==> src/rtl/dsp_pkg.sv <==
package dsp_pkg;
    localparam int PORT_W = 6;
    localparam int REG_W  = 8;

    // register file addresses
    localparam logic [6:0] ADDR_STATUS = 7'h03;
    localparam logic [6:0] ADDR_BANK_B = 7'h06;
    localparam logic [6:0] ADDR_BANK_C = 7'h07;

    // direction load selectors
    localparam logic [2:0] DIR_SEL_B = 3'h6;
    localparam logic [2:0] DIR_SEL_C = 3'h7;

    localparam logic [5:0] DIR_RESET    = 6'h3F;
    localparam logic [7:0] OPTION_RESET = 8'hFF;

    // option fields
    localparam int OPT_WAKE_N   = 7;
    localparam int OPT_PULLUP_N = 6;
    localparam int OPT_TMR_SRC  = 5;

    // status bit and pin positions
    localparam int STATUS_WAKE_BIT = 7;
    localparam int INPUT_ONLY_BIT  = 3;
    localparam int TIMER_PIN_BIT   = 5;
    localparam logic [5:0] WAKE_GROUP_MASK = 6'h1B;

    typedef struct packed {
        logic       rd;
        logic       wr;
        logic [6:0] addr;
        logic [7:0] wdata;
    } dsp_file_req_t;

    typedef struct packed {
        logic       load;
        logic [2:0] sel;
        logic [7:0] wdata;
    } dsp_ctrl_load_t;
endpackage

==> src/rtl/dsp_dual_port.sv <==
module dsp_dual_port (
    input  wire logic                   CORE_CLK,
    input  wire logic                   RST,
    input  wire dsp_pkg::dsp_file_req_t FILE_REQ,
    output logic [7:0]                  FILE_RDATA,
    input  wire dsp_pkg::dsp_ctrl_load_t CTRL_LOAD,
    input  wire logic                   OPTION_LOAD,
    input  wire logic                   RMW_OP,
    input  wire logic                   RMW_SET,
    input  wire logic [2:0]             RMW_BIT,
    input  wire logic                   SLEEP_MODE,
    input  wire logic                   WAKE_RESET_CAUSE,
    input  wire logic                   OTHER_RESET_CAUSE,
    input  wire logic                   MASTER_CLEAR_MODE,
    input  wire logic [5:0]             ALT_FN_B,
    input  wire logic [5:0]             ALT_FN_C,
    input  wire logic [5:0]             PIN_B_I,
    output logic      [5:0]             PIN_B_O,
    output logic      [5:0]             PIN_B_OE_N,
    output logic      [5:0]             PULLUP_B_EN,
    input  wire logic [5:0]             PIN_C_I,
    output logic      [5:0]             PIN_C_O,
    output logic      [5:0]             PIN_C_OE_N,
    output logic                        TIMER_EXT_CLK,
    output logic                        WAKE_REQUEST
);
    logic [5:0] pin_b_sync;
    logic [5:0] pin_c_sync;
    logic [5:0] dir_b_ff;
    logic [5:0] dir_c_ff;
    logic [7:0] option_ff;
    logic [5:0] latch_b_ff;
    logic [5:0] latch_c_ff;
    logic [5:0] wake_ref_ff;
    logic       wake_flag_ff;
    logic       wake_req_ff;
    logic [7:0] rdata_ff;
    logic [5:0] read_b;
    logic [5:0] read_c;
    logic [5:0] grp_mask;
    logic [5:0] nxt_rmw;
    logic       hit_b;
    logic       hit_c;
    logic       wake_en;
    logic       pull_en;
    logic       timer_ovr;

    dsp_pin_sync u_sync_b (
        .clk      (CORE_CLK),
        .rst      (RST),
        .pin_in   (PIN_B_I),
        .pin_sync (pin_b_sync)
    );
    dsp_pin_sync u_sync_c (
        .clk      (CORE_CLK),
        .rst      (RST),
        .pin_in   (PIN_C_I),
        .pin_sync (pin_c_sync)
    );

    // ----------------------------------------------------------------
    // decode and read path
    // ----------------------------------------------------------------
    assign hit_b  = FILE_REQ.addr == dsp_pkg::ADDR_BANK_B;
    assign hit_c  = FILE_REQ.addr == dsp_pkg::ADDR_BANK_C;
    assign read_b = pin_b_sync & ~ALT_FN_B;
    assign read_c = pin_c_sync & ~ALT_FN_C;

    always_ff @(posedge CORE_CLK or posedge RST) begin
        if (RST) begin
            rdata_ff <= '0;
        end else if (FILE_REQ.rd) begin
            if (hit_b) begin
                rdata_ff <= {2'h0, read_b};
            end else if (hit_c) begin
                rdata_ff <= {2'h0, read_c};
            end else if (FILE_REQ.addr == dsp_pkg::ADDR_STATUS) begin
                rdata_ff <= {wake_flag_ff, 7'h00};
            end else begin
                rdata_ff <= '0;
            end
        end
    end
    assign FILE_RDATA = rdata_ff;

    // ----------------------------------------------------------------
    // direction and option registers
    // ----------------------------------------------------------------
    always_ff @(posedge CORE_CLK or posedge RST) begin
        if (RST) begin
            dir_b_ff <= dsp_pkg::DIR_RESET;
            dir_c_ff <= dsp_pkg::DIR_RESET;
        end else if (CTRL_LOAD.load) begin
            if (CTRL_LOAD.sel == dsp_pkg::DIR_SEL_B) begin
                dir_b_ff <= CTRL_LOAD.wdata[5:0];
            end else if (CTRL_LOAD.sel == dsp_pkg::DIR_SEL_C) begin
                dir_c_ff <= CTRL_LOAD.wdata[5:0];
            end
        end
    end

    always_ff @(posedge CORE_CLK or posedge RST) begin
        if (RST) begin
            option_ff <= dsp_pkg::OPTION_RESET;
        end else if (OPTION_LOAD) begin
            option_ff <= CTRL_LOAD.wdata;
        end
    end

    // ----------------------------------------------------------------
    // output latches; bit ops fold live pins back in
    // ----------------------------------------------------------------
    always_comb begin
        nxt_rmw = hit_c ? read_c : read_b;
        if (RMW_BIT < 3'h6) begin
            nxt_rmw[RMW_BIT] = RMW_SET;
        end
    end

    always_ff @(posedge CORE_CLK or posedge RST) begin
        if (RST) begin
            latch_b_ff <= '0;
            latch_c_ff <= '0;
        end else if (FILE_REQ.wr) begin
            if (hit_b) begin
                latch_b_ff <= RMW_OP ? nxt_rmw : FILE_REQ.wdata[5:0];
            end
            if (hit_c) begin
                latch_c_ff <= RMW_OP ? nxt_rmw : FILE_REQ.wdata[5:0];
            end
        end
    end

    // ----------------------------------------------------------------
    // pin drivers
    // ----------------------------------------------------------------
    assign timer_ovr = option_ff[dsp_pkg::OPT_TMR_SRC];
    assign PIN_B_O   = latch_b_ff;
    assign PIN_C_O   = latch_c_ff;

    genvar gi;
    generate
        for (gi = 0; gi < dsp_pkg::PORT_W; gi++) begin : g_drv
            if (gi == dsp_pkg::INPUT_ONLY_BIT) begin : g_in_only
                assign PIN_B_OE_N[gi] = 1'b1;
            end else begin : g_b
                assign PIN_B_OE_N[gi] = dir_b_ff[gi];
            end
            if (gi == dsp_pkg::TIMER_PIN_BIT) begin : g_tmr
                assign PIN_C_OE_N[gi] = dir_c_ff[gi] | timer_ovr;
            end else begin : g_c
                assign PIN_C_OE_N[gi] = dir_c_ff[gi];
            end
        end
    endgenerate
    assign TIMER_EXT_CLK = timer_ovr & pin_c_sync[dsp_pkg::TIMER_PIN_BIT];

    // ----------------------------------------------------------------
    // group pull-ups and wake on change
    // ----------------------------------------------------------------
    assign wake_en = ~option_ff[dsp_pkg::OPT_WAKE_N];
    assign pull_en = ~option_ff[dsp_pkg::OPT_PULLUP_N];
    // output pins and a master-clear pin drop out of the group
    assign grp_mask = dsp_pkg::WAKE_GROUP_MASK & dir_b_ff
                    & ~(MASTER_CLEAR_MODE ? 6'(1 << dsp_pkg::INPUT_ONLY_BIT)
                                          : 6'h00);
    assign PULLUP_B_EN = pull_en ? grp_mask : 6'h00;

    always_ff @(posedge CORE_CLK or posedge RST) begin
        if (RST) begin
            wake_ref_ff <= '0;
        end else if (FILE_REQ.rd && hit_b) begin
            wake_ref_ff <= pin_b_sync;
        end
    end

    always_ff @(posedge CORE_CLK or posedge RST) begin
        if (RST) begin
            wake_req_ff <= 1'b0;
        end else begin
            wake_req_ff <= SLEEP_MODE && wake_en
                        && |((pin_b_sync ^ wake_ref_ff) & grp_mask);
        end
    end
    assign WAKE_REQUEST = wake_req_ff;

    // reset cause is cleared by core reset; a wake cause sets it, any other cause clears it unless a wake cause comes in the same cycle
    always_ff @(posedge CORE_CLK or posedge RST) begin
        if (RST) begin
            wake_flag_ff <= 1'b0;
        end else if (WAKE_RESET_CAUSE) begin
            wake_flag_ff <= 1'b1;
        end else if (OTHER_RESET_CAUSE) begin
            wake_flag_ff <= 1'b0;
        end
    end

    // ----------------------------------------------------------------
    // assertions
    // ----------------------------------------------------------------
    a_read_upper_zero: assert property (@(posedge CORE_CLK) disable iff (RST)
        FILE_REQ.rd && (hit_b || hit_c) |=> FILE_RDATA[7:6] == 2'h0)
        else $error("upper port bits not zero");
    a_read_pins_b: assert property (@(posedge CORE_CLK) disable iff (RST)
        FILE_REQ.rd && hit_b |=> FILE_RDATA[5:0] == $past(read_b))
        else $error("port b read mismatch");
    a_input_only: assert property (@(posedge CORE_CLK) disable iff (RST)
        PIN_B_OE_N[dsp_pkg::INPUT_ONLY_BIT])
        else $error("input-only pin driven");
    a_dir_load_b: assert property (@(posedge CORE_CLK) disable iff (RST)
        CTRL_LOAD.load && CTRL_LOAD.sel == dsp_pkg::DIR_SEL_B
        |=> PIN_B_OE_N[2:0] == $past(CTRL_LOAD.wdata[2:0]))
        else $error("direction load failed");
    a_dir_hold_c: assert property (@(posedge CORE_CLK) disable iff (RST)
        !CTRL_LOAD.load |=> PIN_C_OE_N[4:0] == $past(PIN_C_OE_N[4:0]))
        else $error("direction changed without load");
    a_latch_hold: assert property (@(posedge CORE_CLK) disable iff (RST)
        !FILE_REQ.wr |=> $stable(PIN_B_O) && $stable(PIN_C_O))
        else $error("latch changed without write");
    a_output_no_pull: assert property (@(posedge CORE_CLK) disable iff (RST)
        (PULLUP_B_EN & ~PIN_B_OE_N) == 6'h00)
        else $error("pull-up on output pin");
    a_clear_pin_pull: assert property (@(posedge CORE_CLK) disable iff (RST)
        MASTER_CLEAR_MODE |-> !PULLUP_B_EN[dsp_pkg::INPUT_ONLY_BIT])
        else $error("pull-up on master clear");
    a_timer_float: assert property (@(posedge CORE_CLK) disable iff (RST)
        option_ff[dsp_pkg::OPT_TMR_SRC] |-> PIN_C_OE_N[dsp_pkg::TIMER_PIN_BIT])
        else $error("timer pin driven");
    // the cause pulse may still stand while the status read is taken
    a_wake_flag: assert property (@(posedge CORE_CLK) disable iff (RST)
        WAKE_RESET_CAUSE ##1 (FILE_REQ.rd && FILE_REQ.addr == dsp_pkg::ADDR_STATUS
        && !OTHER_RESET_CAUSE) |=> FILE_RDATA[dsp_pkg::STATUS_WAKE_BIT])
        else $error("wake flag lost");
    a_wake_gated: assert property (@(posedge CORE_CLK) disable iff (RST)
        $past(option_ff[dsp_pkg::OPT_WAKE_N]) |-> !WAKE_REQUEST)
        else $error("wake while disabled");

    a_read_pins_c: assert property (@(posedge CORE_CLK) disable iff (RST)
        FILE_REQ.rd && hit_c |=> FILE_RDATA[5:0] == $past(pin_c_sync & ~ALT_FN_C))
        else $error("port c read mismatch");
    a_pull_group: assert property (@(posedge CORE_CLK) disable iff (RST)
        (PULLUP_B_EN & ~dsp_pkg::WAKE_GROUP_MASK) == 6'h00)
        else $error("pull-up outside group");
    a_pull_gated: assert property (@(posedge CORE_CLK) disable iff (RST)
        option_ff[dsp_pkg::OPT_PULLUP_N] |-> PULLUP_B_EN == 6'h00)
        else $error("pull-up while disabled");
    a_wake_sleep: assert property (@(posedge CORE_CLK) disable iff (RST)
        !$past(SLEEP_MODE) |-> !WAKE_REQUEST)
        else $error("wake while awake");
    a_status_clear: assert property (@(posedge CORE_CLK) disable iff (RST)
        OTHER_RESET_CAUSE && !WAKE_RESET_CAUSE |=> !wake_flag_ff)
        else $error("wake flag kept");
    a_latch_write_b: assert property (@(posedge CORE_CLK) disable iff (RST)
        FILE_REQ.wr && hit_b && !RMW_OP |=> PIN_B_O == $past(FILE_REQ.wdata[5:0]))
        else $error("port b latch write failed");
    a_latch_write_c: assert property (@(posedge CORE_CLK) disable iff (RST)
        FILE_REQ.wr && hit_c && !RMW_OP |=> PIN_C_O == $past(FILE_REQ.wdata[5:0]))
        else $error("port c latch write failed");
    a_rmw_bit_b: assert property (@(posedge CORE_CLK) disable iff (RST)
        FILE_REQ.wr && hit_b && RMW_OP && RMW_BIT < dsp_pkg::PORT_W
        |=> PIN_B_O[$past(RMW_BIT)] == $past(RMW_SET))
        else $error("bit op on port b failed");
    a_rmw_bit_c: assert property (@(posedge CORE_CLK) disable iff (RST)
        FILE_REQ.wr && hit_c && RMW_OP && RMW_BIT < dsp_pkg::PORT_W
        |=> PIN_C_O[$past(RMW_BIT)] == $past(RMW_SET))
        else $error("bit op on port c failed");
    a_dir_load_c: assert property (@(posedge CORE_CLK) disable iff (RST)
        CTRL_LOAD.load && CTRL_LOAD.sel == dsp_pkg::DIR_SEL_C
        |=> PIN_C_OE_N[4:0] == $past(CTRL_LOAD.wdata[4:0]))
        else $error("port c direction load failed");
    a_timer_clk_off: assert property (@(posedge CORE_CLK) disable iff (RST)
        !option_ff[dsp_pkg::OPT_TMR_SRC] |-> !TIMER_EXT_CLK)
        else $error("timer clock without source select");

    // ----------------------------------------------------------------
    // scenario coverage
    // ----------------------------------------------------------------
    c_rmw_b:   cover property (@(posedge CORE_CLK) FILE_REQ.wr && hit_b && RMW_OP);
    c_flag:    cover property (@(posedge CORE_CLK) wake_flag_ff);
    c_wake:    cover property (@(posedge CORE_CLK) WAKE_REQUEST);
    c_drive_c: cover property (@(posedge CORE_CLK) PIN_C_OE_N != 6'h3F);
endmodule

==> src/rtl/dsp_pin_sync.sv <==
module dsp_pin_sync (
    input  wire logic                    clk,
    input  wire logic                    rst,
    input  wire logic [dsp_pkg::PORT_W-1:0] pin_in,
    output logic      [dsp_pkg::PORT_W-1:0] pin_sync
);
    logic [dsp_pkg::PORT_W-1:0] meta_ff;

    // first stage is read only by the second
    always_ff @(posedge clk or posedge rst) begin
        if (rst) begin
            meta_ff  <= '0;
            pin_sync <= '0;
        end else begin
            meta_ff  <= pin_in;
            pin_sync <= meta_ff;
        end
    end
endmodule

==> config.mk <==
export PLATFORM = sky130hd
export DESIGN_NAME = dsp_dual_port
export DESIGN_NICKNAME = d
export VERILOG_FILES = /design/src/rtl/dsp_pkg.sv /design/src/rtl/dsp_dual_port.sv /design/src/rtl/dsp_pin_sync.sv
export SDC_FILE = /design/constraint.sdc
export NUM_CORES = 1
export LEC_CHECK = 0
export BUFFER_PORTS_ARGS = -buffer_cell sky130_fd_sc_hd__buf_2
export CAP_MARGIN = 20
export CORE_MARGIN = 3
export CORE_UTILIZATION = 44
export CTS_CLUSTER_SIZE = 20
export DETAILED_ROUTE_END_ITERATION = 16
export PLACE_DENSITY = 0.83
export SLEW_MARGIN = 0
export SYNTH_ARGS = -nofsm -noshare
export SYNTH_HDL_FRONTEND = slang
export SYNTH_HIERARCHICAL = 1
export SYNTH_SLANG_ARGS = --single-unit
export TNS_END_PERCENT = 20
==> constraint.sdc <==
create_clock -name CORE_CLK -period 1.1 [get_ports CORE_CLK]
set_input_delay 0.11 -clock CORE_CLK [delete_from_list [all_inputs] [get_ports CORE_CLK]]
set_output_delay 0.11 -clock CORE_CLK [all_outputs]
set_load 0.02 [all_outputs]
; ---- Word-level counts from Yosys, hierarchy flattened
; Index checks and enable logic that the tools add are counted.
; W data, S select, Z words.
[word_totals]
reg_bits = 72
input_bits = 65
output_inout_bits = 40
elab_cells = 56
[classes]
n_lt_le_gt_ge = 3
eq_ne = 5
muxes = 13
bitwise_logic = 12
reduce_logical = 10
[ops]
columns = op, count
row1 = $mux W6, 4
row2 = $mux W8, 3
row3 = $and A6 B6 Y6, 3
row4 = $eq A7 B3 Y1 const B, 2
row5 = $not A6 Y6, 2
row6 = $eq A7 B2 Y1 const B, 1
row7 = $and A5 B6 Y6, 1
row8 = $bwmux W6, 1
row9 = $eq A3 B3 Y1 const B, 2
row10 = $not A4 Y6, 1
row11 = $reduce_and A2 Y1, 3
row12 = $reduce_or A6 Y1, 1
row13 = $xor A6 B6 Y6, 1
row14 = $logic_and A1 B1 Y1, 4
row15 = $lt A3 B4 Y1 const B, 1
row16 = $mux W4, 1
row17 = $demux W1 S3, 1
row18 = $ge A3 B1 Y1 const B, 1
row19 = $lt A3 B3 Y1 const B, 1
row20 = $mux W1, 3
row21 = $reduce_and A3 Y1, 1
row22 = $not A1 Y1, 2
row23 = $reduce_bool A2 Y1, 1
row24 = $and A1 B1 Y1, 1
row25 = $or A1 B1 Y1, 1

; ---- Longest topological paths before layout
; Gate-level depths: netlist of the first run.
[logic_depth]
ltp_word = 7
ltp_mapped = 5
ltp_nobuf = 4

; ---- Modules after synthesis
; The synthesis of the first run kept the hierarchy.
[modules_own_cells]
columns = mod, instances, cells_per_inst, area_each_um2
row1 = dsp_dual_port, 1, 209, 2234.6
row2 = dsp_pin_sync, 2, 13, 304.0

; ---- Worst setup path after synthesis of the first run
; No wires, ideal clock.
[synth_path]
path_type = input port to flip-flop
from = input FILE_REQ[13] in the netlist's numbering
to = register latch_c_ff[2], in the netlist PIN_C_O[2]
setup_ns = 0.082
t_arrival_ns = 1.229
required_ns = 1.018
slack_ns = -0.211
path_stages = 5
path_buffers = 1
path_cell_list = or4b_4 nor3_4 buf_6 nor2_1 a31oi_1
[synth_between]
elab_chain_len = 5
word_cells_on_any_way = 6
cone_classes = eq/ne (1) / mux (4) / reduce/logical (1)
[synth_rtl]
columns = element, line_no
row1 = start: declaration, dsp_dual_port.sv:4  ; input wire dsp_pkg::dsp_file_req_t FILE_REQ,
row2 = $eq A7 B3 Y1 (*), dsp_dual_port.sv:65  ; assign hit_c = FILE_REQ.addr == dsp_pkg::ADDR_BANK_C;
row3 = $mux W6, dsp_dual_port.sv:114  ; nxt_rmw = hit_c ? read_c : read_b;
row4 = $bwmux W6, dsp_dual_port.sv:116  ; nxt_rmw[RMW_BIT] = RMW_SET;
row5 = $mux W6, dsp_dual_port.sv:115  ; if (RMW_BIT < 3'h6) begin
row6 = $mux W6, dsp_dual_port.sv:129  ; latch_c_ff <= RMW_OP ? nxt_rmw : FILE_REQ.wdata[5:0];
row7 = end signal: assignment, dsp_dual_port.sv:129
row8 = end: declaration, dsp_dual_port.sv:33  ; logic [5:0] latch_c_ff;
; Every way passes the cells marked *; elsewhere a longest branch is shown, timed or not.
; A chain may end at the register's enable or synchronous reset.

; ---- Final worst setup path of the first run
[layout_path]
from = register dir_b_ff[0]
to = output PULLUP_B_EN[0]
[layout_between]
elab_chain_len = 2
[layout_rtl]
columns = element, line_no
row1 = start: declaration, dsp_dual_port.sv:29  ; logic [5:0] dir_b_ff;
row2 = start signal: assignment, dsp_dual_port.sv:91  ; dir_b_ff <= dsp_pkg::DIR_RESET;
row3 = start signal: assignment, dsp_dual_port.sv:95  ; dir_b_ff <= CTRL_LOAD.wdata[5:0];
row4 = $and A5 B6 Y6, dsp_dual_port.sv:165  ; & ~(MASTER_CLEAR_MODE ? 6'(1 << dsp_pkg::INPUT_ONLY_BIT)
row5 = $mux W6, dsp_dual_port.sv:167  ; assign PULLUP_B_EN = pull_en ? grp_mask : 6'h00;
row6 = end: declaration, dsp_dual_port.sv:20  ; output logic [5:0] PULLUP_B_EN,
; Every way passes these cells.

==> results of run 1 <==
routing by layer:
| layer | part of all wire (%) | vias to the layer above |
|---|---|---|
| li1 | - | 1088 |
| met5 | 0 | - |
| met3 | 5.5 | 8 |
| met2 | 53 | 68 |
| met1 | 40 | 1054 |
| met4 | 1.7 | 0 |
worst max-delay path by stage:
| stage | to | cells past startpoint | start |
|---|---|---|---|
| 6_report | PULLUP_B_EN[0] | 2 | dir_b_ff[0]$_DFFE_PP1P_ |
| 4_1_cts | PULLUP_B_EN[3] | 2 | dir_b_ff[3]$_DFFE_PP1P_ |
| 3_3_place_gp | PIN_B_O[3]$_DFFE_PP0P_ | 6 | FILE_REQ[13] |
| 2_1_floorplan | PIN_C_O[2]$_DFFE_PP0P_ | 5 | FILE_REQ[13] |
| 3_5_place_dp | PIN_B_O[2]$_DFFE_PP0P_ | 6 | FILE_REQ[13] |
| 5_1_grt | PULLUP_B_EN[3] | 2 | dir_b_ff[3]$_DFFE_PP1P_ |
registers in the layout, summed over array words and instances, names as in the netlist:
register and flops:
PIN_C_O 6, WAKE_REQUEST 1, PIN_B_O 6, u_sync_b/pin_sync 6
u_sync_c/pin_sync 6, u_sync_b/meta_ff 6, wake_flag_ff 1, dir_b_ff 6
wake_ref_ff 4, dir_c_ff 6, FILE_RDATA 7, option_ff 3
u_sync_c/meta_ff 6
logic make-up (layout without fill, tap and decap cells):
kind of cell	Yosys count	in the layout	share of synthesized area, %
simple gates	75	75	17.0
compound gates	35	35	8.36
mux	25	25	9.64
xor+xnor	4	4	1.23
other cells	2	4	0.264
flops	64	64	57.0
buf+inv	30	170	6.47
metrics by stage:
| stage | utilization (%) | total power, mW | std cells |
|---|---|---|---|
| after floorplan | - | 3.52 | 237 |
| after global placement | 57.2 | 3.81 | 414 |
| after detailed placement | 57.2 | 3.86 | 414 |
| after CTS | 66.1 | 6.43 | 450 |
| after global routing | 66.9 | 6.75 | 452 |
| final | 66.9 | 6.43 | 452 |
synthesized netlist by cell type (2+ instances only):
cell | number | area [µm²]
sky130_fd_sc_hd__dfrtp_1 | 49 | 1230
sky130_fd_sc_hd__nand2b_1 | 19 | 119
sky130_fd_sc_hd__buf_4 | 15 | 113
sky130_fd_sc_hd__dfstp_2 | 15 | 394
sky130_fd_sc_hd__mux2_2 | 15 | 169
sky130_fd_sc_hd__nand2_1 | 13 | 48.8
sky130_fd_sc_hd__a31oi_1 | 10 | 62.6
sky130_fd_sc_hd__nor2_1 | 10 | 37.5
sky130_fd_sc_hd__nor2b_1 | 8 | 50.1
sky130_fd_sc_hd__inv_1 | 7 | 26.3
sky130_fd_sc_hd__nand4_1 | 7 | 43.8
sky130_fd_sc_hd__mux2i_1 | 6 | 60.1
sky130_fd_sc_hd__o221ai_1 | 6 | 52.6
sky130_fd_sc_hd__clkbuf_1 | 4 | 15.0
sky130_fd_sc_hd__mux2_1 | 4 | 45.0
sky130_fd_sc_hd__o21ai_1 | 4 | 20.0
sky130_fd_sc_hd__xor2_1 | 4 | 35.0
sky130_fd_sc_hd__a21oi_1 | 3 | 15.0
sky130_fd_sc_hd__nor3b_1 | 3 | 22.5
sky130_fd_sc_hd__o211ai_1 | 3 | 22.5
sky130_fd_sc_hd__o21ai_0 | 3 | 15.0
sky130_fd_sc_hd__and2_1 | 2 | 12.5
sky130_fd_sc_hd__buf_6 | 2 | 22.5
sky130_fd_sc_hd__conb_1 | 2 | 7.51
sky130_fd_sc_hd__nand3b_1 | 2 | 15.0
sky130_fd_sc_hd__nor3_4 | 2 | 32.5
sky130_fd_sc_hd__o31ai_1 | 2 | 15.0
where the power goes:
part           internal (mW)  switching, mW  leakage, nW  total (mW)
clock                   1.41          0.902        0.113        2.31
combinational          0.692          0.627         1.10        1.32
sequential              2.66          0.142        0.774        2.80
total                   4.76           1.67         1.99        6.43
worst max-delay path, stage by stage, from the launching register on:
cell and delay (ns):
sky130_fd_sc_hd__dfstp_2 0.56, sky130_fd_sc_hd__nor2b_1 0.14, sky130_fd_sc_hd__buf_4 0.15
area by class of cell:
cell class | count | area share [%]
clock buffers | 12 | 3.80
clock inverters | 4 | 1.87
inverters | 9 | 0.828
multi-input cells | 143 | 26.8
flip-flops and latches | 64 | 39.7
well taps | 75 | 2.30
repair buffers | 145 | 24.7
repair_timing:
| item | 4_1_cts | 5_1_grt |
|---|---|---|
| gates resized for setup | 39 | 9 |
| buffers inserted | 5 | 2 |
| setup endpoints to repair | 29 | 38 |
| endpoints found under the hold margin | 45 | 0 |
| hold buffers | 15 | 0 |
| pin swaps | 3 | 7 |
==> key figures, run 1 <==
Floorplan
  • Count of boundary I/O pins: 105
  • Area of the core: 6100 µm²
  • Die Height: 86.4 µm
  • Row count: 28
  • Initial Util: 46.6%
  • Die Width: 86.4 µm
  • Die area: 7460 µm²

Hold path
  • Worst Hold Depth: 2
  • Min-Delay Endpoint: option_ff[7]$_DFFE_PP1P_
  • Path category of the worst min-delay check: input pin to flip-flop
  • Worst hold path startpoint: CTRL_LOAD[7]

Worst setup path
  • Nature of the critical path endpoint: output port
  • Arrival time at the worst endpoint: 1.17 ns
  • Critical R2R Launch: u_sync_b/pin_sync[3]$_DFF_PP0_
  • Maximum fanout along the worst path: 3
  • Worst setup SP type: flip-flop
  • Flop-to-flop setup slack: -0.09 ns
  • Critical setup path kind: flip-flop to output port
  • Required time reported for the critical path endpoint: 0.99 ns
  • Worst r2r path cells: 4
  • Reg-to-Reg End: WAKE_REQUEST$_DFF_PP0_

Layout
  • Nets: 437
  • Flip-flop and latch area: 1620 µm²
  • Ant. Diodes: 0
  • Leading cell type in the layout, fill and taps excluded: sky130_fd_sc_hd__buf_2
  • Design area: 4080 µm²
  • Footprint of the multi-input gates: 1090 µm²
  • Most frequent cells in the layout: sky130_fd_sc_hd__buf_2 (80), sky130_fd_sc_hd__dfrtp_1 (49), sky130_fd_sc_hd__buf_4 (31)
  • Fraction of layout cells with a size suffix above 1: 51.2%
  • Number of filler cells placed in the layout: 447
  • Layout area overhead: 43.5%

Job
  • Max_cap viols: 0

Logic synthesis
  • Main synth FF type: sky130_fd_sc_hd__dfrtp_1
  • Yosys cell types: 42
  • Total number of yosys warnings: 6
  • Seq/Total Area, Yosys: 57.0%
  • Synth Area per Inst: 12.1 µm²
  • Number of enable-type register cells in the synthesized netlist: 0
  • Mapped Cells: 235
  • Synth Cell Area: 2840 µm²
  • Asr flop ratio synth: 100%
  • Number of storage elements in the synthesis netlist: 64

CTS
  • CTS tree: done
  • Number of H-tree levels: 3
  • Number of sinks handled by clock tree synthesis: 64
  • Library cell used as clock root buffer: sky130_fd_sc_hd__clkbuf_8
  • CTS max path bufs: 2
  • Worst-skew pair later-pin latency: 0.33 ns
  • CTS Buf Count: 9
  • Clock transition at path regs: 0.07 ns

Power
  • Pwr per Cell Area: 1580 nW/µm²
  • Leakage: 1.99 nW
  • Maximum vdd ir drop: 1.16 mV

GRT
  • Pin count of the biggest net entering global routing: 19
  • Routing usage on met3: 4.94%
  • Total GRT Usage: 20.0%
  • Grt peak-use layer: met2
  • Met1 global-route usage: 24.3%
  • Number of global-route vias before repair: 2,359
  • GR Util met2: 33.7%
  • Overflow left after global routing: 0
  • Wire length of the first global-routing pass: 11,400 µm
  • Antenna violations before repair: 0

STA
  • Number of failing hold endpoints at the final stage: 0
  • Achievable clock frequency: 783 MHz
  • Setup repair after global routing missed its margin: true
  • Final Critical Period: 1.28 ns
  • Max Slew Vio Count: 0
  • Worst Hold Slack: 0.0214 ns
  • Setup Total Neg Slack: -1.69 ns
  • Post-route fraction of the period consumed by the critical path: 116%
  • Final setup slack of the worst path: -0.177 ns
  • Post-route clock skew: 0.00489 ns
  • Final count of negative-setup-slack endpoints: 24

Routing
  • Number of DRC markers in iteration 0: 104
  • Ratio of routed vias to standard cells: 4.91
  • Length of the first detailed-routing pass in iterations: 4
  • Total routed wirelength: 6970 µm
  • Detail Route Antenna Nets: 0
  • Average wire length per cell after detail routing: 15.4 µm
  • Residual DRC count: 0
  • Routed via count: 2,218

Status
  • Failing checks: setup timing
  • Result of the run: finished, violations left

Placed design
  • Number of port buffers: 98
  • Post-place setup slack: -0.468 ns
  • Post-DP HPWL: 5070 µm
  • Placed instance area: 3480 µm²
  • Weighted congestion at the end of routability-driven global placement: 0.773
No activity file was read; power rests on OpenSTA's default activity.
==> run 2: changes to the inputs <==
--- a/config.mk
+++ b/config.mk
@@ -7,11 +7,13 @@
 export LEC_CHECK = 0
 export BUFFER_PORTS_ARGS = -buffer_cell sky130_fd_sc_hd__buf_2
 export CAP_MARGIN = 20
+export CELL_PAD_IN_SITES_DETAIL_PLACEMENT = 0
+export CELL_PAD_IN_SITES_GLOBAL_PLACEMENT = 1
 export CORE_MARGIN = 3
-export CORE_UTILIZATION = 44
+export CORE_UTILIZATION = 34
 export CTS_CLUSTER_SIZE = 20
 export DETAILED_ROUTE_END_ITERATION = 16
-export PLACE_DENSITY = 0.83
+export PLACE_DENSITY = 0.84
 export SLEW_MARGIN = 0
 export SYNTH_ARGS = -nofsm -noshare
 export SYNTH_HDL_FRONTEND = slang
==> key figures, run 2 (synthesis results as in run 1) <==
STA
  • Worst Hold Slack: 0.0119 ns
  • Final setup slack of the worst path: -0.188 ns
  • Final Critical Period: 1.29 ns
  • Post-route fraction of the period consumed by the critical path: 117%
  • Setup Total Neg Slack: -1.90 ns
  • Max Slew Vio Count: 0
  • Number of failing hold endpoints at the final stage: 0
  • Setup repair after global routing missed its margin: true
  • Post-route clock skew: 0.00655 ns
  • Final count of negative-setup-slack endpoints: 28
  • Achievable clock frequency: 777 MHz

Routing
  • Routed via count: 2,252
  • Total routed wirelength: 7060 µm
  • Met3 WL: 453 µm
  • Average wire length per cell after detail routing: 14.8 µm
  • Residual DRC count: 0
  • Detail Route Antenna Nets: 0
  • Number of DRC markers in iteration 0: 82
  • Length of the first detailed-routing pass in iterations: 4
  • Ratio of routed vias to standard cells: 4.71
  • Wire length the detailed router placed on met1: 2910 µm
  • DR top layer: met4
  • Met2 WL post-DR: 3550 µm

CTS
  • Number of sinks handled by clock tree synthesis: 64
  • CTS Buf Count: 9
  • Library cell used as clock root buffer: sky130_fd_sc_hd__clkbuf_8
  • CTS max path bufs: 2
  • Worst-skew pair later-pin latency: 0.34 ns
  • Number of H-tree levels: 3
  • Clock transition at path regs: 0.08 ns
  • CTS tree: done

Floorplan
  • Die Height: 97.4 µm
  • Area of the core: 7930 µm²
  • Count of boundary I/O pins: 105
  • Die area: 9490 µm²
  • Initial Util: 35.9%
  • Die Width: 97.4 µm
  • Row count: 32

GRT
  • Overflow left after global routing: 0
  • Number of global-route vias before repair: 2,450
  • Antenna violations before repair: 0
  • Pin count of the biggest net entering global routing: 41
  • Total GRT Usage: 15.5%
  • Wire length of the first global-routing pass: 11,800 µm

Placed design
  • Placed instance area: 3490 µm²
  • Weighted congestion at the end of routability-driven global placement: 0.782
  • Number of port buffers: 98
  • Post-place setup slack: -0.468 ns
  • Post-DP HPWL: 5270 µm
  • # placed instances: 437

Job
  • Max_cap viols: 0

Layout
  • Number of standard cells in the layout, taps in and fillers out: 478
  • Ant. Diodes: 0
  • Nets: 436
  • Design area: 4070 µm²
  • Leading cell type in the layout, fill and taps excluded: sky130_fd_sc_hd__buf_2
  • Most frequent cells in the layout: sky130_fd_sc_hd__buf_2 (80), sky130_fd_sc_hd__dfrtp_1 (49), sky130_fd_sc_hd__buf_4 (29)
  • Flip-flop count of the largest register, all copies and words added: 7
  • Fraction of layout cells with a size suffix above 1: 51.9%
  • Final core occ: 51.3%
  • Layout area overhead: 43.1%

Power
  • Power share of the clock group: 29.9%
  • Sequential group share of total power: 47.8%
  • Power, Total: 5.87 mW
  • Net switching power: 1.71 mW
  • Maximum vdd ir drop: 0.866 mV
  • Leakage: 1.96 nW
  • Part of the power in combinational logic: 22.4%
  • Pwr per Cell Area: 1440 nW/µm²
  • Switching Fraction: 29.2%
  • Internal power of the cells: 4.16 mW

Status
  • Result of the run: finished, violations left
  • Failing checks: setup timing

Hold path
  • Path category of the worst min-delay check: input pin to flip-flop

Worst setup path
  • Nature of the critical path endpoint: output port
  • Critical path buffers and inverters: 1
  • Top Family by Delay on Critical Path: flip-flops
  • Maximum fanout along the worst path: 2
  • Cell-by-cell trace of the critical path: nor3b_2 -> buf_4
  • Delay of the slowest critical-path stage: 0.53 ns
  • Required time reported for the critical path endpoint: 0.99 ns
  • Slowest library cell on the worst path: sky130_fd_sc_hd__dfstp_2
  • Critical setup path kind: flip-flop to output port
  • Arrival time at the worst endpoint: 1.18 ns
  • Worst setup SP type: flip-flop
==> run 2: routing by layer <==
layer / vias to the layer above / global-route usage, %
li1: 1086 / -
met1: 1080 / 18.3
met2: 76 / 26.0
met3: 10 / 5.67
met4: 0 / 5.22
met5: - / 0
==> run 2: cell type report <==
type	count	area, µm²
clock buffer	9	124
clock inverter	7	48.8
fill	730	3860
inverter	9	33.8
multi-input combinational	143	1110
sequential	64	1620
tap	102	128
timing repair buffer	144	1000
==> run 2: repair_timing <==
action	4_1_cts	5_1_grt
gates resized for setup	38	12
hold buffers	16	1
pin swaps	3	7
gates cloned	0	1
buffers inserted	4	3
endpoints found under the hold margin	64	1
setup endpoints to repair	29	36
==> run 2: final timing paths <==
kind | start | end | slack, ns | depth (start not counted)
worst max-delay path | dir_b_ff[3]$_DFFE_PP1P_ | PULLUP_B_EN[3] | -0.19 | 2
worst max register to register | u_sync_b/pin_sync[3]$_DFF_PP0_ | WAKE_REQUEST$_DFF_PP0_ | -0.08 | 4
max in group asynchronous | RST | dir_c_ff[0]$_DFFE_PP1P_ | 0.46 | 4
worst min register to register | u_sync_c/meta_ff[1]$_DFF_PP0_ | u_sync_c/pin_sync[1]$_DFF_PP0_ | 0.35 | 0
min in group asynchronous | RST | u_sync_c/pin_sync[3]$_DFF_PP0_ | 0.32 | 3
worst min-delay path | CTRL_LOAD[3] | dir_c_ff[3]$_DFFE_PP1P_ | 0.01 | 2
==> run 2: power by group through the flow <==
| stage | Combinational (mW) | Sequential, mW | Clock (mW) |
|---|---|---|---|
| 4_1_cts | 1.28 | 2.80 | 1.79 |
| 5_1_grt | 1.42 | 2.83 | 1.90 |
| 3_5_place_dp | 1.03 | 2.83 | 0 |
| 2_1_floorplan | 0.661 | 2.86 | 0 |
| 3_3_place_gp | 1.01 | 2.82 | 0 |
| 6_report | 1.31 | 2.80 | 1.75 |
==> run 3: changes to the inputs <==
--- a/config.mk
+++ b/config.mk
@@ -10,10 +10,10 @@
 export CELL_PAD_IN_SITES_DETAIL_PLACEMENT = 0
 export CELL_PAD_IN_SITES_GLOBAL_PLACEMENT = 1
 export CORE_MARGIN = 3
-export CORE_UTILIZATION = 34
+export CORE_UTILIZATION = 38
 export CTS_CLUSTER_SIZE = 20
 export DETAILED_ROUTE_END_ITERATION = 16
-export PLACE_DENSITY = 0.84
+export PLACE_DENSITY = 0.88
 export SLEW_MARGIN = 0
 export SYNTH_ARGS = -nofsm -noshare
 export SYNTH_HDL_FRONTEND = slang
==> constraint.sdc (replaced) <==
create_clock -name CORE_CLK -period 1.4 [get_ports CORE_CLK]
set_input_delay 0.14 -clock CORE_CLK [delete_from_list [all_inputs] [get_ports CORE_CLK]]
set_output_delay 0.14 -clock CORE_CLK [all_outputs]
set_load 0.02 [all_outputs]
==> key figures, run 3 (synthesis results as in run 1) <==
Routing
  • Routed via count: 2,115
  • Average wire length per cell after detail routing: 14.4 µm
  • Ratio of routed vias to standard cells: 4.69
  • Residual DRC count: 0
  • Number of DRC markers in iteration 0: 96
  • Total routed wirelength: 6510 µm
  • Detail Route Antenna Nets: 0
  • Length of the first detailed-routing pass in iterations: 4

Floorplan
  • Initial Util: 40.5%
  • Area of the core: 7020 µm²
  • Die area: 8550 µm²
  • Row count: 30
  • Die Width: 92.5 µm
  • Count of boundary I/O pins: 105
  • Die Height: 92.5 µm

CTS
  • CTS max path bufs: 2
  • Clock transition at path regs: 0.07 ns
  • Library cell used as clock root buffer: sky130_fd_sc_hd__clkbuf_8
  • Number of H-tree levels: 3
  • CTS tree: done
  • Number of sinks handled by clock tree synthesis: 64
  • Worst-skew pair later-pin latency: 0.33 ns
  • CTS Buf Count: 9

Layout
  • Number of filler cells placed in the layout: 635
  • Ant. Diodes: 0
  • Layout area overhead: 31.7%
  • Design area: 3740 µm²
  • Flip-flop and latch area: 1620 µm²
  • Number of standard cells in the layout, taps in and fillers out: 451
  • Fraction of layout cells with a size suffix above 1: 46.5%
  • Flip-flop count of the largest register, all copies and words added: 7
  • Footprint of the multi-input gates: 1050 µm²
  • Leading cell type in the layout, fill and taps excluded: sky130_fd_sc_hd__buf_2
  • Most frequent cells in the layout: sky130_fd_sc_hd__buf_2 (96), sky130_fd_sc_hd__dfrtp_1 (49), sky130_fd_sc_hd__nand2b_1 (19)
  • Nets: 415

Placed design
  • Weighted congestion at the end of routability-driven global placement: 0.775
  • Number of port buffers: 98
  • Placed instance area: 3390 µm²
  • Post-place setup slack: -0.192 ns
  • # placed instances: 420
  • Post-DP HPWL: 5080 µm

STA
  • Max Slew Vio Count: 0
  • Post-route fraction of the period consumed by the critical path: 94.2%
  • Achievable clock frequency: 758 MHz
  • Setup repair after global routing missed its margin: false
  • Max-Slew Margin vs Limit: 66.1%
  • Final setup slack of the worst path: 0.0807 ns
  • Worst-margin pin slew: 0.508 ns
  • Number of failing hold endpoints at the final stage: 0
  • Post-route clock skew: 0.00722 ns
  • Final Critical Period: 1.32 ns
  • Final count of negative-setup-slack endpoints: 0
  • Setup Total Neg Slack: 0 ns

Worst setup path
  • Critical setup path kind: flip-flop to output port
  • Required time reported for the critical path endpoint: 1.26 ns
  • Nature of the critical path endpoint: output port
  • Maximum fanout along the worst path: 2
  • Worst setup SP type: flip-flop
  • Arrival time at the worst endpoint: 1.18 ns

Status
  • Result of the run: complete, no violations

Power
  • Leakage: 1.82 nW
  • Maximum vdd ir drop: 0.819 mV
  • Pwr per Cell Area: 1220 nW/µm²

GRT
  • Number of global-route vias before repair: 2,221
  • Total GRT Usage: 16.7%
  • Overflow left after global routing: 0
  • Wire length of the first global-routing pass: 11,000 µm
  • Antenna violations before repair: 0
  • Pin count of the biggest net entering global routing: 41

Job
  • Max_cap viols: 0

Hold path
  • Path category of the worst min-delay check: input pin to flip-flop
## run 3: changes by cell type in the layout (fill, tap and decap cells not counted), moves of 2 or more
cell | before | now
sky130_fd_sc_hd__and2_1 | 0 | 2
sky130_fd_sc_hd__buf_2 | 80 | 96
sky130_fd_sc_hd__buf_4 | 29 | 13
sky130_fd_sc_hd__buf_6 | 17 | 0
sky130_fd_sc_hd__dlygate4sd3_1 | 17 | 14
sky130_fd_sc_hd__nor2_1 | 7 | 10
sky130_fd_sc_hd__nor2_2 | 2 | 0
## run 3: path summary, 6_finish.rpt
path | from | to | slack (ns) | depth (start not counted)
setup / recovery | dir_b_ff[3]$_DFFE_PP1P_ | PULLUP_B_EN[3] | 0.08 | 2
hold / removal | CTRL_LOAD[7] | option_ff[7]$_DFFE_PP1P_ | 0.04 | 2
setup reg to reg | u_sync_b/pin_sync[3]$_DFF_PP0_ | WAKE_REQUEST$_DFF_PP0_ | 0.14 | 4
hold reg to reg | u_sync_c/meta_ff[5]$_DFF_PP0_ | u_sync_c/pin_sync[5]$_DFF_PP0_ | 0.35 | 0
max in group asynchronous | RST | option_ff[7]$_DFFE_PP1P_ | 0.53 | 4
min in group asynchronous | RST | u_sync_c/meta_ff[5]$_DFF_PP0_ | 0.38 | 3
## run 3: what timing repair did
action                                  in CTS  in global routing
hold buffers                                14                  0
endpoints found under the setup margin       0                  2
hold endpoints to repair                    62                  0
setup buffers                                0                  1
gates resized for setup                      0                  4
## run 3: per-layer routing
| metal | vias to the layer above | wire (µm) | part of all wire [%] | track usage (%) |
|---|---|---|---|---|
| met1 | 1011 | 2730 | 42 | 20.5 |
| met5 | - | 0 | 0 | 0 |
| met2 | 56 | 3340 | 51 | 27.5 |
| met3 | 7 | 351 | 5.4 | 4.87 |
| met4 | 0 | 89 | 1.4 | 6.68 |
| li1 | 1041 | - | - | - |
## run 3: final cells by class
type                    instances  share of cell area [%]
repair buffers                123                    19.2
clock buffers                  11                    3.78
inverters                       9                   0.902
multi-input cells             143                    28.1
well taps                      96                    3.21
flip-flops and latches         64                    43.3
clock inverters                 5                    1.54
## run 3: where the power goes
group	leakage [nW]	internal, mW	total, mW	switching, mW
Combinational	0.945	0.368	0.818	0.450
Sequential	0.774	2.09	2.18	0.0954
Clock	0.103	0.871	1.57	0.696
Total	1.82	3.33	4.57	1.24
## run 3: per-stage QoR
stage	utilization, %	hold WS [ns]	power (mW)
final	53.4	0.0440	4.57
after global routing	53.4	0.0212	4.83
after CTS	53.1	0.0246	4.62
after detailed placement	48.2	0.170	3.00
after global placement	48.2	0.168	2.97
after floorplan	-	0.00470	2.77
## run 3: worst max-delay path, stage by stage, from the launching register on
cell and delay [ns]:
sky130_fd_sc_hd__dfstp_2 0.54, sky130_fd_sc_hd__nor3b_2 0.16, sky130_fd_sc_hd__buf_4 0.16
